## config.mk

```make
export PLATFORM = sky130hd
export DESIGN_NAME = sac_sequencer
export DESIGN_NICKNAME = d
export VERILOG_FILES = /design/src/core/sac_pkg.sv /design/src/core/sac_sequencer.sv
export VERILOG_INCLUDE_DIRS = /design/src /design/src/core
export SDC_FILE = /design/constraint.sdc
export NUM_CORES = 1
export LEC_CHECK = 0
export BUFFER_PORTS_ARGS = -buffer_cell sky130_fd_sc_hd__buf_4
export CAP_MARGIN = 20
export CORE_MARGIN = 8
export CORE_UTILIZATION = 50
export CTS_BUF_LIST = sky130_fd_sc_hd__clkbuf_16
export DETAILED_ROUTE_END_ITERATION = 8
export HOLD_SLACK_MARGIN = 0.12
export MAX_ROUTING_LAYER = met4
export PLACE_DENSITY = 0.74
export SLEW_MARGIN = 20
export SYNTH_ARGS = -nofsm -noshare
export SYNTH_HDL_FRONTEND = slang
export SYNTH_SLANG_ARGS = --single-unit
export TNS_END_PERCENT = 50
```

## constraint.sdc

```tcl
create_clock -name clk -period 2.72 [get_ports clk]
set_clock_uncertainty 0.2 [all_clocks]
set_input_delay 0.272 -clock clk [delete_from_list [all_inputs] [get_ports clk]]
set_output_delay 0.272 -clock clk [all_outputs]
set_load 0.03 [all_outputs]
```

## src/core/sac_map.svh

```systemverilog
// Register offsets, field positions, reset values and timing counts.
`ifndef SAC_MAP_SVH
`define SAC_MAP_SVH
// ----------------------------------------
// Register offsets
// ----------------------------------------
`define SAC_OFF_SEL 2'h0
`define SAC_OFF_CTL 2'h1
`define SAC_OFF_LOW 2'h2
`define SAC_OFF_HIGH 2'h3
// ----------------------------------------
// Control register field positions
// ----------------------------------------
`define SAC_CTL_EN 7
`define SAC_CTL_START 6
`define SAC_CTL_FREE 5
`define SAC_CTL_FLAG 4
// ----------------------------------------
// Reset values
// ----------------------------------------
`define SAC_SEL_RST 8'h00
`define SAC_DIV_RST 3'h0
// ----------------------------------------
// Timing in converter clock cycles, and the lowest differential channel code
// ----------------------------------------
`define SAC_LEN_NORMAL 5'h0d
`define SAC_LEN_SYNC 5'h0e
`define SAC_LEN_FIRST 5'h19
`define SAC_SH_BACK 5'h0c
`define SAC_DIFF_BASE 5'h08
`endif

```

## src/core/sac_pkg.sv

```systemverilog
// Types shared by the converter sequencer.
`default_nettype none
package sac_pkg;
    // Selection word written by software and buffered.
    typedef struct packed {
        logic [1:0] reference_select;
        logic result_left_align;
        logic [4:0] channel_gain_select;
    } sac_sel_t;

    // Conversion sequencer states.
    typedef enum logic [1:0] {
        SAC_IDLE = 2'b00,
        SAC_CONV = 2'b01
    } sac_state_t;
endpackage : sac_pkg
`default_nettype wire

```

## src/core/sac_sequencer.sv

```systemverilog
// Successive approximation converter sequencer with its registers.
// ----------------------------------------
// Operation
// RULE_01: Ten-bit result by successive approximation.
// RULE_02: Selections apply only while enabled.
// RULE_03: Right-aligned default, left when bit set.
// RULE_04: Low byte read locks result updates.
// RULE_05: High byte read releases the lock.
// RULE_06: Done flag rises even when locked.
// RULE_07: Start bit stays set until done.
// RULE_08: Channel change waits for conversion end.
// RULE_09: Free run needs a first start.
// RULE_10: Free run ignores the done flag.
// RULE_11: Prescaler held reset while disabled.
// RULE_12: Start waits for next converter clock.
// RULE_13: Thirteen cycles, twenty-five when first.
// RULE_14: Sample at 1.5 or 13.5 cycles. 14-cycle conversions sample at 2.5 here.
// RULE_15: Completion writes result, flags, clears start.
// RULE_16: Free run restarts at once.
// RULE_17: Differential sampling tied to half-rate clock.
// RULE_18: User differential: 13 or 14 cycles.
// RULE_19: Auto differential conversions take 14 cycles.
// RULE_20: Differential via amplifier, single-ended bypasses.
// RULE_21: Reference select picks reference source.
// RULE_22: Software keeps converter clock in range.
// RULE_23: Selection buffer frozen during conversion.
// RULE_24: Fixed bit placement per alignment.
// RULE_25: Prescaler divides by powers of two.
// ----------------------------------------
//
// Implementation choices: the register addresses and the strobed register port.
`timescale 1ns/1ps
`default_nettype none
`include "sac_map.svh"

module sac_sequencer #(
    // Prescaler width; the widest ratio is two to this power.
    parameter int unsigned PRE_W = 7
) (
    input wire logic clk,
    input wire logic reset,
    input wire logic ce,
    input wire logic [1:0] bus_addr,
    input wire logic [7:0] bus_wdata,
    input wire logic bus_wr,
    input wire logic bus_rd,
    output logic [7:0] bus_rdata,
    input wire logic cmp_in,
    output logic [9:0] dac_code,
    output logic sample_hold,
    output logic analog_on,
    output logic [4:0] chan_sel,
    output logic [1:0] ref_sel,
    output logic amp_bypass,
    output logic conv_busy,
    output logic done_pulse
);

    // ----------------------------------------
    // State
    // ----------------------------------------

    // Software selection and its frozen copy.
    sac_pkg::sac_sel_t sel_reg;
    sac_pkg::sac_sel_t buf_reg;

    // Control bits.
    logic enable_reg;
    logic start_reg;
    logic free_reg;
    logic flag_reg;
    logic [2:0] div_reg;

    // Result and read lock.
    logic [9:0] res_reg;
    logic lock_reg;

    // First conversion after enable is pending.
    logic first_reg;

    // Half-rate sync clock level.
    logic half_reg;

    // Prescaler counter.
    logic [PRE_W-1:0] pre_reg;

    // Sequencer.
    sac_pkg::sac_state_t state_reg;
    logic [4:0] cnt_reg;
    logic [4:0] len_reg;

    // Approximation loop.
    logic [9:0] trial_reg;
    logic [3:0] pos_reg;
    logic run_reg;
    logic sh_reg;
    logic done_reg;

    // Read data register.
    logic [7:0] rdata_reg;

    // ----------------------------------------
    // Bus decode
    // ----------------------------------------

    // Strobes qualified by address.
    wire logic wr_sel = bus_wr & (bus_addr == `SAC_OFF_SEL);
    wire logic wr_ctl = bus_wr & (bus_addr == `SAC_OFF_CTL);
    wire logic rd_low = bus_rd & (bus_addr == `SAC_OFF_LOW);
    wire logic rd_high = bus_rd & (bus_addr == `SAC_OFF_HIGH);

    // Write data fields of the control register.
    wire logic w_en = bus_wdata[`SAC_CTL_EN];
    wire logic w_start = bus_wdata[`SAC_CTL_START];
    wire logic w_flag = bus_wdata[`SAC_CTL_FLAG];

    // ----------------------------------------
    // Prescaler
    // ----------------------------------------

    // Ratio codes zero and one both divide by two.
    wire logic [2:0] ratio_sel = (div_reg == 3'h0) ? 3'h1 : div_reg;

    // Low bits that must be ones for a rising edge.
    wire logic [7:0] mask8 = (8'h01 << ratio_sel) - 8'h01; // RULE_25
    wire logic [PRE_W-1:0] pre_mask = PRE_W'(mask8);
    wire logic [PRE_W-1:0] pre_lo = pre_reg & pre_mask;

    // Rising and falling edges of the converter clock.
    wire logic tick_rise = enable_reg & (pre_lo == pre_mask);
    wire logic tick_fall = enable_reg & (pre_lo == (pre_mask >> 1));

    // ----------------------------------------
    // Sequencer decode
    // ----------------------------------------

    wire logic idle = (state_reg == sac_pkg::SAC_IDLE);
    wire logic busy = (state_reg == sac_pkg::SAC_CONV);

    // Differential codes sit above the single-ended block.
    wire logic sel_diff =
        (sel_reg.channel_gain_select >= `SAC_DIFF_BASE);
    wire logic buf_diff =
        (buf_reg.channel_gain_select >= `SAC_DIFF_BASE);

    // A user start waits for a converter clock rising edge.
    wire logic go_user = idle & start_reg & tick_rise; // RULE_12

    // Length of a user-started conversion.
    wire logic [4:0] len_user =
        first_reg ? `SAC_LEN_FIRST : // RULE_13
        (sel_diff & half_reg) ? `SAC_LEN_SYNC : // RULE_18
        `SAC_LEN_NORMAL;

    // Automatic restarts in free run.
    wire logic [4:0] len_auto =
        buf_diff ? `SAC_LEN_SYNC : `SAC_LEN_NORMAL; // RULE_19

    // Last cycle and completion edge.
    wire logic last_cyc = busy & (cnt_reg == len_reg - 5'h01);
    wire logic done_w = last_cyc & tick_rise;

    // Sample point is always eleven and a half cycles before the end.
    wire logic [4:0] sh_cyc = len_reg - `SAC_SH_BACK;
    wire logic sh_w = busy & tick_fall & (cnt_reg == sh_cyc); // RULE_14

    // Free run keeps going whatever the flag says.
    wire logic go_auto = done_w & free_reg; // RULE_10 RULE_16

    // ----------------------------------------
    // Approximation step
    // ----------------------------------------

    // Bit under trial and the one below it.
    wire logic [9:0] bit_cur = 10'h001 << pos_reg;
    wire logic [9:0] bit_low = bit_cur >> 1;

    // Keep the trial bit when the input is above the code.
    wire logic [9:0] trial_next =
        (cmp_in ? trial_reg : (trial_reg & ~bit_cur)) | bit_low; // RULE_01

    wire logic step_w = run_reg & tick_rise;

    // ----------------------------------------
    // Result placement
    // ----------------------------------------

    // A read of the low byte counts as locked at once.
    wire logic lock_eff = lock_reg | rd_low; // RULE_04
    wire logic res_wr = done_w & ~lock_eff; // RULE_04

    wire logic left = sel_reg.result_left_align;

    // Right-aligned leaves six zero bits on top.
    wire logic [7:0] low_byte = left ?
        {res_reg[1:0], 6'h00} : res_reg[7:0]; // RULE_03 RULE_24
    wire logic [7:0] high_byte = left ?
        res_reg[9:2] : {6'h00, res_reg[9:8]}; // RULE_03 RULE_24

    // Control register read view; bit 3 reads zero.
    wire logic [7:0] ctl_view = {enable_reg, start_reg, free_reg,
        flag_reg, 1'b0, div_reg};

    // Read mux; every offset is mapped.
    wire logic [7:0] rd_mux =
        (bus_addr == `SAC_OFF_SEL) ? sel_reg :
        (bus_addr == `SAC_OFF_CTL) ? ctl_view :
        (bus_addr == `SAC_OFF_LOW) ? low_byte : high_byte;

    // ----------------------------------------
    // Software registers
    // ----------------------------------------

    // Selection and control fields written by software.
    always_ff @(posedge clk) begin
        if (reset) begin
            sel_reg <= `SAC_SEL_RST;
            enable_reg <= 1'b0;
            free_reg <= 1'b0;
            div_reg <= `SAC_DIV_RST;
        end else if (ce) begin
            if (wr_sel) begin
                sel_reg <= bus_wdata;
            end
            if (wr_ctl) begin
                enable_reg <= w_en;
                free_reg <= bus_wdata[`SAC_CTL_FREE]; // RULE_09
                div_reg <= bus_wdata[2:0];
            end
        end
    end

    // Start bit: set by software, cleared by a completion outside free run.
    // Disabling drops it, since the conversion is abandoned.
    always_ff @(posedge clk) begin
        if (reset) begin
            start_reg <= 1'b0;
        end else if (ce) begin
            if (wr_ctl & w_en & w_start) begin
                start_reg <= 1'b1; // RULE_07 RULE_09
            end else if (~enable_reg) begin
                start_reg <= 1'b0;
            end else if (done_w & ~free_reg) begin
                start_reg <= 1'b0; // RULE_07 RULE_15
            end
        end
    end

    // Done flag: a completion beats a clear in the same cycle.
    always_ff @(posedge clk) begin
        if (reset) begin
            flag_reg <= 1'b0;
        end else if (ce) begin
            if (done_w) begin
                flag_reg <= 1'b1; // RULE_06 RULE_15
            end else if (wr_ctl & w_flag) begin
                flag_reg <= 1'b0;
            end
        end
    end

    // ----------------------------------------
    // Result and lock
    // ----------------------------------------

    // Lock is set by a low read and freed by a high read.
    always_ff @(posedge clk) begin
        if (reset) begin
            lock_reg <= 1'b0;
        end else if (ce) begin
            if (rd_low) begin
                lock_reg <= 1'b1; // RULE_04
            end else if (rd_high) begin
                lock_reg <= 1'b0; // RULE_05
            end
        end
    end

    // Result store; a locked completion is dropped.
    always_ff @(posedge clk) begin
        if (reset) begin
            res_reg <= 10'h000;
        end else if (ce & res_wr) begin
            res_reg <= trial_reg; // RULE_15
        end
    end

    // Read data stands the cycle after the strobe.
    always_ff @(posedge clk) begin
        if (reset) begin
            rdata_reg <= 8'h00;
        end else if (ce & bus_rd) begin
            rdata_reg <= rd_mux;
        end
    end

    // ----------------------------------------
    // Prescaler and half-rate clock
    // ----------------------------------------

    // Both stay cleared while disabled, so the first edge
    // after enabling always comes a full ratio later.
    always_ff @(posedge clk) begin
        if (reset) begin
            pre_reg <= '0;
            half_reg <= 1'b0;
        end else if (ce) begin
            if (~enable_reg) begin
                pre_reg <= '0; // RULE_11
                half_reg <= 1'b0;
            end else begin
                pre_reg <= pre_reg + 1'b1; // RULE_11
                if (tick_rise) begin
                    half_reg <= ~half_reg; // RULE_17
                end
            end
        end
    end

    // First conversion marker re-arms whenever disabled.
    always_ff @(posedge clk) begin
        if (reset) begin
            first_reg <= 1'b1;
        end else if (ce) begin
            if (~enable_reg) begin
                first_reg <= 1'b1; // RULE_13
            end else if (done_w) begin
                first_reg <= 1'b0;
            end
        end
    end

    // ----------------------------------------
    // Selection buffer
    // ----------------------------------------

    // Follows software only when enabled and not mid-conversion.
    // Reopening in the last cycle lets free run pick up a new
    // channel for the conversion that follows at once.
    always_ff @(posedge clk) begin
        if (reset) begin
            buf_reg <= `SAC_SEL_RST;
        end else if (ce) begin
            if (enable_reg & (idle | last_cyc)) begin
                buf_reg <= sel_reg; // RULE_02 RULE_08 RULE_23
            end
        end
    end

    // ----------------------------------------
    // Sequencer
    // ----------------------------------------

    // Counts converter clock cycles of one conversion.
    always_ff @(posedge clk) begin
        if (reset) begin
            state_reg <= sac_pkg::SAC_IDLE;
            cnt_reg <= 5'h00;
            len_reg <= `SAC_LEN_NORMAL;
        end else if (ce) begin
            case (state_reg)
                sac_pkg::SAC_IDLE: begin
                    if (go_user) begin
                        state_reg <= sac_pkg::SAC_CONV;
                        cnt_reg <= 5'h00;
                        len_reg <= len_user; // RULE_13 RULE_18
                    end
                end
                sac_pkg::SAC_CONV: begin
                    if (~enable_reg) begin
                        state_reg <= sac_pkg::SAC_IDLE;
                    end else if (go_auto) begin
                        cnt_reg <= 5'h00; // RULE_16
                        len_reg <= len_auto; // RULE_19
                    end else if (done_w) begin
                        state_reg <= sac_pkg::SAC_IDLE; // RULE_15
                    end else if (tick_rise) begin
                        cnt_reg <= cnt_reg + 5'h01;
                    end
                end
                default: begin
                    state_reg <= sac_pkg::SAC_IDLE;
                end
            endcase
        end
    end

    // ----------------------------------------
    // Sample and approximation loop
    // ----------------------------------------

    // Sampling opens the loop at the top bit; each rising edge
    // decides one bit, so ten bits finish before the end.
    always_ff @(posedge clk) begin
        if (reset) begin
            trial_reg <= 10'h000;
            pos_reg <= 4'h0;
            run_reg <= 1'b0;
        end else if (ce) begin
            if (~enable_reg) begin
                run_reg <= 1'b0;
            end else if (sh_w) begin
                trial_reg <= 10'h200; // RULE_01
                pos_reg <= 4'h9;
                run_reg <= 1'b1;
            end else if (step_w) begin
                trial_reg <= trial_next; // RULE_01
                pos_reg <= pos_reg - 4'h1;
                if (pos_reg == 4'h0) begin
                    run_reg <= 1'b0;
                end
            end
        end
    end

    // One-cycle sample and completion pulses.
    always_ff @(posedge clk) begin
        if (reset) begin
            sh_reg <= 1'b0;
            done_reg <= 1'b0;
        end else if (ce) begin
            sh_reg <= sh_w;
            done_reg <= done_w;
        end
    end

    // ----------------------------------------
    // Outputs
    // ----------------------------------------

    assign bus_rdata = rdata_reg;
    assign dac_code = trial_reg;
    assign sample_hold = sh_reg;
    assign analog_on = enable_reg;
    assign chan_sel = buf_reg.channel_gain_select; // RULE_20
    assign ref_sel = buf_reg.reference_select; // RULE_21
    assign amp_bypass = ~buf_diff; // RULE_20
    assign conv_busy = busy;
    assign done_pulse = done_reg;

endmodule : sac_sequencer
`default_nettype wire

```

==> results by group, run 1 <==
Finish
  – Non-Filler Instances: 592
  – Core Util, Final: between 60% and 70%
  – Synthesis-to-finish area growth: 19.4%
  – Nets: 510
  – Layout cells sized above 1: 15.7%
  – N_diodes: 0

Clock tree
  – CTS buffer count: 9
  – Clock root cell: clkbuf_16
  – H-tree depth: 3
  – Reg clk slew, reported paths: 0.06 ns
  – Post-CTS setup buffers: 0
  – Clk sinks: 77
  – Latest clock arrival within the worst-skew pair: 0.33 ns
  – CTS max path bufs: 2
  – CTS tree: built

Global routing
  – Initial antenna violation count: 0
  – Largest net degree at the start of global routing: 60
  – GR Util All Layers: 19.9%
  – Grt ovf: 0
  – Vias in the first global route: 3285
  – First-pass GRT wire length: 16200 um

Detailed routing
  – Number of nets with antenna violations after routing: 0
  – Initial DRC Count: 201
  – Drt wl/cell: 16.8 um
  – Via count: 3439
  – TritonRoute pass-1 iters: 5
  – Routed wire length: approximately 10000 um
  – Post-route DRC: 0
  – Vias per cell: 5.81

Pwr
  – Pwr/cell area: around 540 nW/um2
  – Leak pwr: 1.82 nW
  – Peak supply drop: 0.000436 V

Floorplanning
  – I/O pin count: 46
  – Starting Density: 50.5%
  – Core area: 7570 um2
  – Die Y: roughly 100 um
  – Die area: 10700 um2
  – Die W: 103 um
  – Row Count: 32

Timing
  – Final hold violations: 0
  – Final setup viols: 0
  – Relative slew slack: approximately 36%
  – WHS: 0.129 ns
  – RSZ-0062 raised after global routing: false
  – Sum Neg Setup Slack: 0 ns
  – Fin. max-slew vios: 0
  – Fin crit period: between 2 and 2.5 ns
  – Final period util: 90.9%
  – Slew @ Worst Pin: 0.960 ns
  – FMAX: ~0.4 GHz

Synth
  – Share of synthesized flip-flops with an asynchronous set or reset: 0%
  – Syn_nets: about 470
  – Primary FF master, synth: dfxtp_1
  – Synth top cells by count: dfxtp_1, nand2_1, nor2_1
  – Flops & latches, synth: 77
  – Yosys cell types: 60
  – Cell with the most instances after synthesis: dfxtp_1
  – Post-Syn Area: 3820 um2
  – Area contributors post-synth: dfxtp_1, mux2i_1, nand2_1
  – Number of synthesized flops with an enable pin: 0
  – Synth Instances: 447
  – Yosys top cell area share: 40.3%
  – Synth warn: 0
  – Dominant cell type by area after synthesis: dfxtp_1
  – Average size of a mapped cell: 8.55 um2
  – Sequential cell area fraction in the yosys report: 40.3%

Critical path
  – Crit-path max FO: 5
  – Arrival time at the worst endpoint: 2.54 ns
  – Worst Setup Start Kind: flip-flop
  – Endpoint class of the critical path: flip-flop
  – Crit Path Class: flip-flop to flip-flop
  – CP required: 2.79 ns

Job
  – Maxcap violations: 0

Placement
  – HPWL after DPL: 6840 um
  – Placed Instances: 568
  – Final Wtd Congestion: 0.893
  – IO Port Bufs: 45

Worst hold path
  – Hold Path Class: input pin to flip-flop

Status
  – Status: finished clean
## logic make-up (layout without fill, tap and decap cells)
group | after synthesis | count (layout) | synth area share, %
adder cells (fa/ha/maj) | 9 | 9 | 2.95
buffers and inverters | 38 | 81 | 4.09
multiplexers | 27 | 27 | 7.17
AO/OA/AOI/OAI | 107 | 107 | 19.4
XOR/XNOR | 13 | 13 | 3.37
flip-flops | 77 | 77 | 40.3
AND/OR/NAND/NOR | 176 | 176 | 22.7
## metal layers
metal  global-route usage [%]  share of wire, %  up-vias
li1                         -                 -     1666
met1                     24.6                45     1650
met2                     31.4                48       97
met3                     3.82               4.6       26
met4                     7.79               2.4        0
met5                        -                 0        -
## repair_timing
action                                  in CTS  in global routing
endpoints found under the setup margin       0                  1
hold buffers                                 8                  0
hold endpoints to repair                    15                  0
resized for setup                            0                  1
## final timing paths
path | startpoint | end | slack [ns] | cells after the start
worst max register to register | len_reg[0]$_SDFFE_PP1P_ | cnt_reg[3]$_SDFFE_PP0P_ | 0.25 | 8
worst max-delay path | len_reg[0]$_SDFFE_PP1P_ | cnt_reg[3]$_SDFFE_PP0P_ | 0.25 | 8
worst min register to register | bus_rdata[7]$_SDFFE_PP0P_ | bus_rdata[7]$_SDFFE_PP0P_ | 0.26 | 2
worst min-delay path | cmp_in | dac_code[9]$_SDFFE_PP0P_ | 0.13 | 3
## placed cells by master, fill, tap and decap left out, types with 3 or more instances in the layout
cell and n:
dfxtp_1 77, mux2i_1 24, nand3_1 11, xor2_1 6, nand4_1 5, buf_4 47
a22oi_1 7, a211oi_1 8, o21ai_0 14, o2bb2ai_1 7, nand3b_1 3, nand2_1 53
or3_1 4, a21oi_2 3, mux2_2 3, a221oi_1 3, clkbuf_16 9, inv_1 11
and3_1 7, a311oi_1 3, nand2b_1 10, and2_1 4, nor3b_1 3, a21o_1 6
a21oi_1 34, ha_1 9, nor3_1 6, nor2_1 49, xnor2_1 6, o211ai_1 3
dlygate4sd3_1 8, nor2b_1 9
## layout make-up
cell class	instances	area, um2
fill	655	3000
tap	102	128
clock inverter	7	67.6
clock buffer	9	225
multi-input combinational	332	2130
timing repair buffer	55	433
sequential	77	1540
inverter	10	37.5
## report_power, final
part | total [mW] | internal [mW] | switching (mW) | leakage [nW]
combinational | 0.143 | 0.0550 | 0.0877 | 1.05
clock | 1.17 | 0.705 | 0.466 | 0.144
sequential | 1.15 | 1.14 | 0.0125 | 0.622
total | 2.46 | 1.90 | 0.567 | 1.82
## metrics by stage
stage / setup WS (ns) / power (mW) / instance area [um2]
3_5_place_dp: 0.243 / 1.31 / 4180
5_1_grt: 0.0910 / 2.54 / 4570
3_3_place_gp: 0.379 / 1.30 / 4180
2_1_floorplan: 0.458 / 1.26 / 3820
4_1_cts: 0.212 / 2.48 / 4560
6_report: 0.248 / 2.46 / 4570
## critical path: stages (launching register included)
cell     delay, ns
dfxtp_1       0.36
inv_1         0.08
ha_1          0.30
xnor2_1       0.25
nor4_4        0.11
a41oi_1       0.39
nand3_1       0.20
or3_1         0.39
a21oi_1       0.13
No activity file was read; power rests on OpenSTA's default activity.
==> inputs of run 2 (changes only) <==
--- a/config.mk
+++ b/config.mk
@@ -14,7 +14,7 @@
 export DETAILED_ROUTE_END_ITERATION = 8
 export HOLD_SLACK_MARGIN = 0.12
 export MAX_ROUTING_LAYER = met4
-export PLACE_DENSITY = 0.74
+export PLACE_DENSITY = 0.7
 export SLEW_MARGIN = 20
 export SYNTH_ARGS = -nofsm -noshare
 export SYNTH_HDL_FRONTEND = slang
==> run 2 against run 1 <==
  * Global-route usage rose by 0.36 points
  * Clock power up 16%
  * Flip-flop and latch count unchanged
  * Worst setup slack got worse by 0.066 ns
  * Final cell count grew 0.68%
  * Worst hold slack improved by 0.023 ns
  * Die area stayed put
  * Non-clock buffer count is 4 higher
==> results by group, run 2 (synthesized netlist as in run 1, its figures left out) <==
Critical path
  – CP required: 2.71 ns (-0.08 ns)
  – Worst Setup Start Kind: flip-flop
  – Worst path cell trace: inv_1, ha_1, xnor2_1, nor4_2, nand2_1, a21o_1, mux2i_1, nor2_1
  – Arrival time at the worst endpoint: 2.53 ns (about the same)
  – Slowest cell delay on critical path: 0.50 ns (+0.11 ns)
  – Crit Path Class: flip-flop to flip-flop
  – Crit-path max FO: 7 (+2)
  – CP max stage cell: nor4_2
  – Endpoint class of the critical path: flip-flop

Timing
  – Sum Neg Setup Slack: 0 ns (unchanged)
  – RSZ-0062 raised after global routing: false
  – WHS: 0.151 ns (+0.0226 ns)
  – Fin. max-slew vios: 0 (unchanged)
  – FMAX: 0.394 GHz (-2.6%)
  – Relative slew slack: 53.0% (+18 points)
  – Final hold violations: 0 (unchanged)
  – Fin crit period: 2.54 ns (+0.0664 ns)
  – Final setup viols: 0 (unchanged)
  – Final period util: 93.3% (+2.4 points)
  – Slew @ Worst Pin: 0.702 ns (-0.258 ns)
  – Final setup margin: 0.181 ns (-0.0664 ns)

Placement
  – IO Port Bufs: 45 (unchanged)
  – Final Wtd Congestion: 0.884 (-1.0%)
  – DP Area: 4210 um2 (+0.54%)
  – Placed Instances: 571 (+0.53%)
  – DP Worst Slack: 0.270 ns (+0.0267 ns)
  – HPWL after DPL: 6730 um (-1.6%)

Floorplanning
  – I/O pin count: 46 (unchanged)
  – Starting Density: 50.5% (unchanged)
  – Die W: 103 um (unchanged)
  – Die Y: 103 um (unchanged)
  – Die area: 10700 um2 (unchanged)
  – Row Count: 32 (unchanged)
  – Core area: 7570 um2 (unchanged)

Finish
  – N_diodes: 0 (unchanged)
  – Layout cells sized above 1: 16.2% (+0.48 points)
  – Synthesis-to-finish area growth: 21.3%
  – Fillcell total: 655 (unchanged)
  – Nets: 514 (+0.78%)
  – Most frequent cells in the layout: dfxtp_1, nand2_1, buf_4
  – Post-route cell area: 4640 um2 (+1.5%)
  – Commonest non-fill, non-tap cell in the layout: dfxtp_1
  – Core Util, Final: 61.3% (+0.93 points)
  – Non-Filler Instances: 596 (+0.68%)

Detailed routing
  – TritonRoute pass-1 iters: 5 (unchanged)
  – Drt wl/cell: 16.5 um (-1.8%)
  – Post-route DRC: 0 (unchanged)
  – Routed wire length: 9850 um (-1.1%)
  – Vias per cell: 5.65 (-2.8%)
  – Via count: 3367 (-2.1%)
  – Number of nets with antenna violations after routing: 0 (unchanged)
  – Initial DRC Count: 178 (-11%)

Clock tree
  – Reg clk slew, reported paths: 0.06 ns (about the same)
  – CTS tree: built
  – H-tree depth: 3 (unchanged)
  – Clk sinks: 77 (unchanged)
  – CTS resizes: 0 (unchanged)
  – CTS buffer count: 9 (unchanged)
  – Latest clock arrival within the worst-skew pair: 0.33 ns (about the same)
  – CTS max path bufs: 2 (unchanged)
  – Post-CTS setup buffers: 0 (unchanged)
  – Clock root cell: clkbuf_16

Pwr
  – Pwr/cell area: 574 nW/um2 (+6.4%)
  – Power after layout: 2.66 mW (+8.0%)
  – Peak supply drop: 0.000382 V (-12%)
  – Leak pwr: 1.86 nW (+2.2%)

Global routing
  – Vias in the first global route: 3357 (+2.2%)
  – Grt ovf: 0 (unchanged)
  – First-pass GRT wire length: 16400 um (+1.3%)
  – GR Util All Layers: 20.3% (+0.36 points)
  – Largest net degree at the start of global routing: 60 (unchanged)
  – Initial antenna violation count: 0 (unchanged)

Status
  – Status: finished clean

Worst hold path
  – Hold Path Class: input pin to flip-flop

Job
  – Maxcap violations: 0 (unchanged)
-- run 2: cell count changes in the layout (fill, tap and decap cells not counted), sizes merged --
cell	change
buf	+3
bufinv	+2
clkinv	-3
dlygate4sd3	+1
inv	+1
-- run 2: repair_timing --
action                                  in CTS  in global routing
hold buffers                                 9                  0
endpoints found under the hold margin       16                  0
endpoints found under the setup margin       0                  0
-- run 2: power breakdown --
part           switching (mW)  internal [mW]  total, mW
registers              0.0119           1.14       1.15
logic                  0.0889         0.0578      0.147
clock network           0.472          0.893       1.36
total                   0.573           2.09       2.66
-- run 2: path summary, 6_finish.rpt --
| check | cells past startpoint | from | to | slack, ns |
|---|---|---|---|---|
| worst max register to register | 8 | len_reg[0]$_SDFFE_PP1P_ | chan_sel[2]$_SDFFE_PP0P_ | 0.18 |
| worst min register to register | 2 | bus_rdata[1]$_SDFFE_PP0P_ | bus_rdata[1]$_SDFFE_PP0P_ | 0.26 |
| worst min-delay path | 2 | bus_addr[0] | lock_reg$_SDFFE_PP0P_ | 0.15 |
| worst max-delay path | 8 | len_reg[0]$_SDFFE_PP1P_ | chan_sel[2]$_SDFFE_PP0P_ | 0.18 |
-- run 2: worst max-delay path, delay by kind of cell (launching register included) --
kind / cells / cell delay, ns
flops: 1 / 0.36
fa+ha+maj: 1 / 0.31
xor+xnor: 1 / 0.14
simple gates: 3 / 0.72
mux: 1 / 0.21
compound gates: 1 / 0.36
buf+inv: 1 / 0.08
-- run 2: metal layers --
metal  routed length, um  part of all wire, %  global-route usage (%)  up-vias
met5                   0                    0                       -        -
met4                 181                  1.8                    6.56        0
met3                 460                  4.7                    5.02       18
met2                4750                   48                    31.4       98
met1                4460                   45                    25.3     1582
li1                    -                    -                       -     1669
-- run 2: area by class of cell --
| cell class | instances | area [um2] | area share, % |
|---|---|---|---|
| inverters | 10 | 37.5 | 0.810 |
| multi-input cells | 332 | 2120 | 45.8 |
| flip-flops and latches | 77 | 1540 | 33.3 |
| clock inverters | 7 | 114 | 2.46 |
| repair buffers | 59 | 465 | 10.0 |
| clock buffers | 9 | 225 | 4.86 |
| well taps | 102 | 128 | 2.75 |
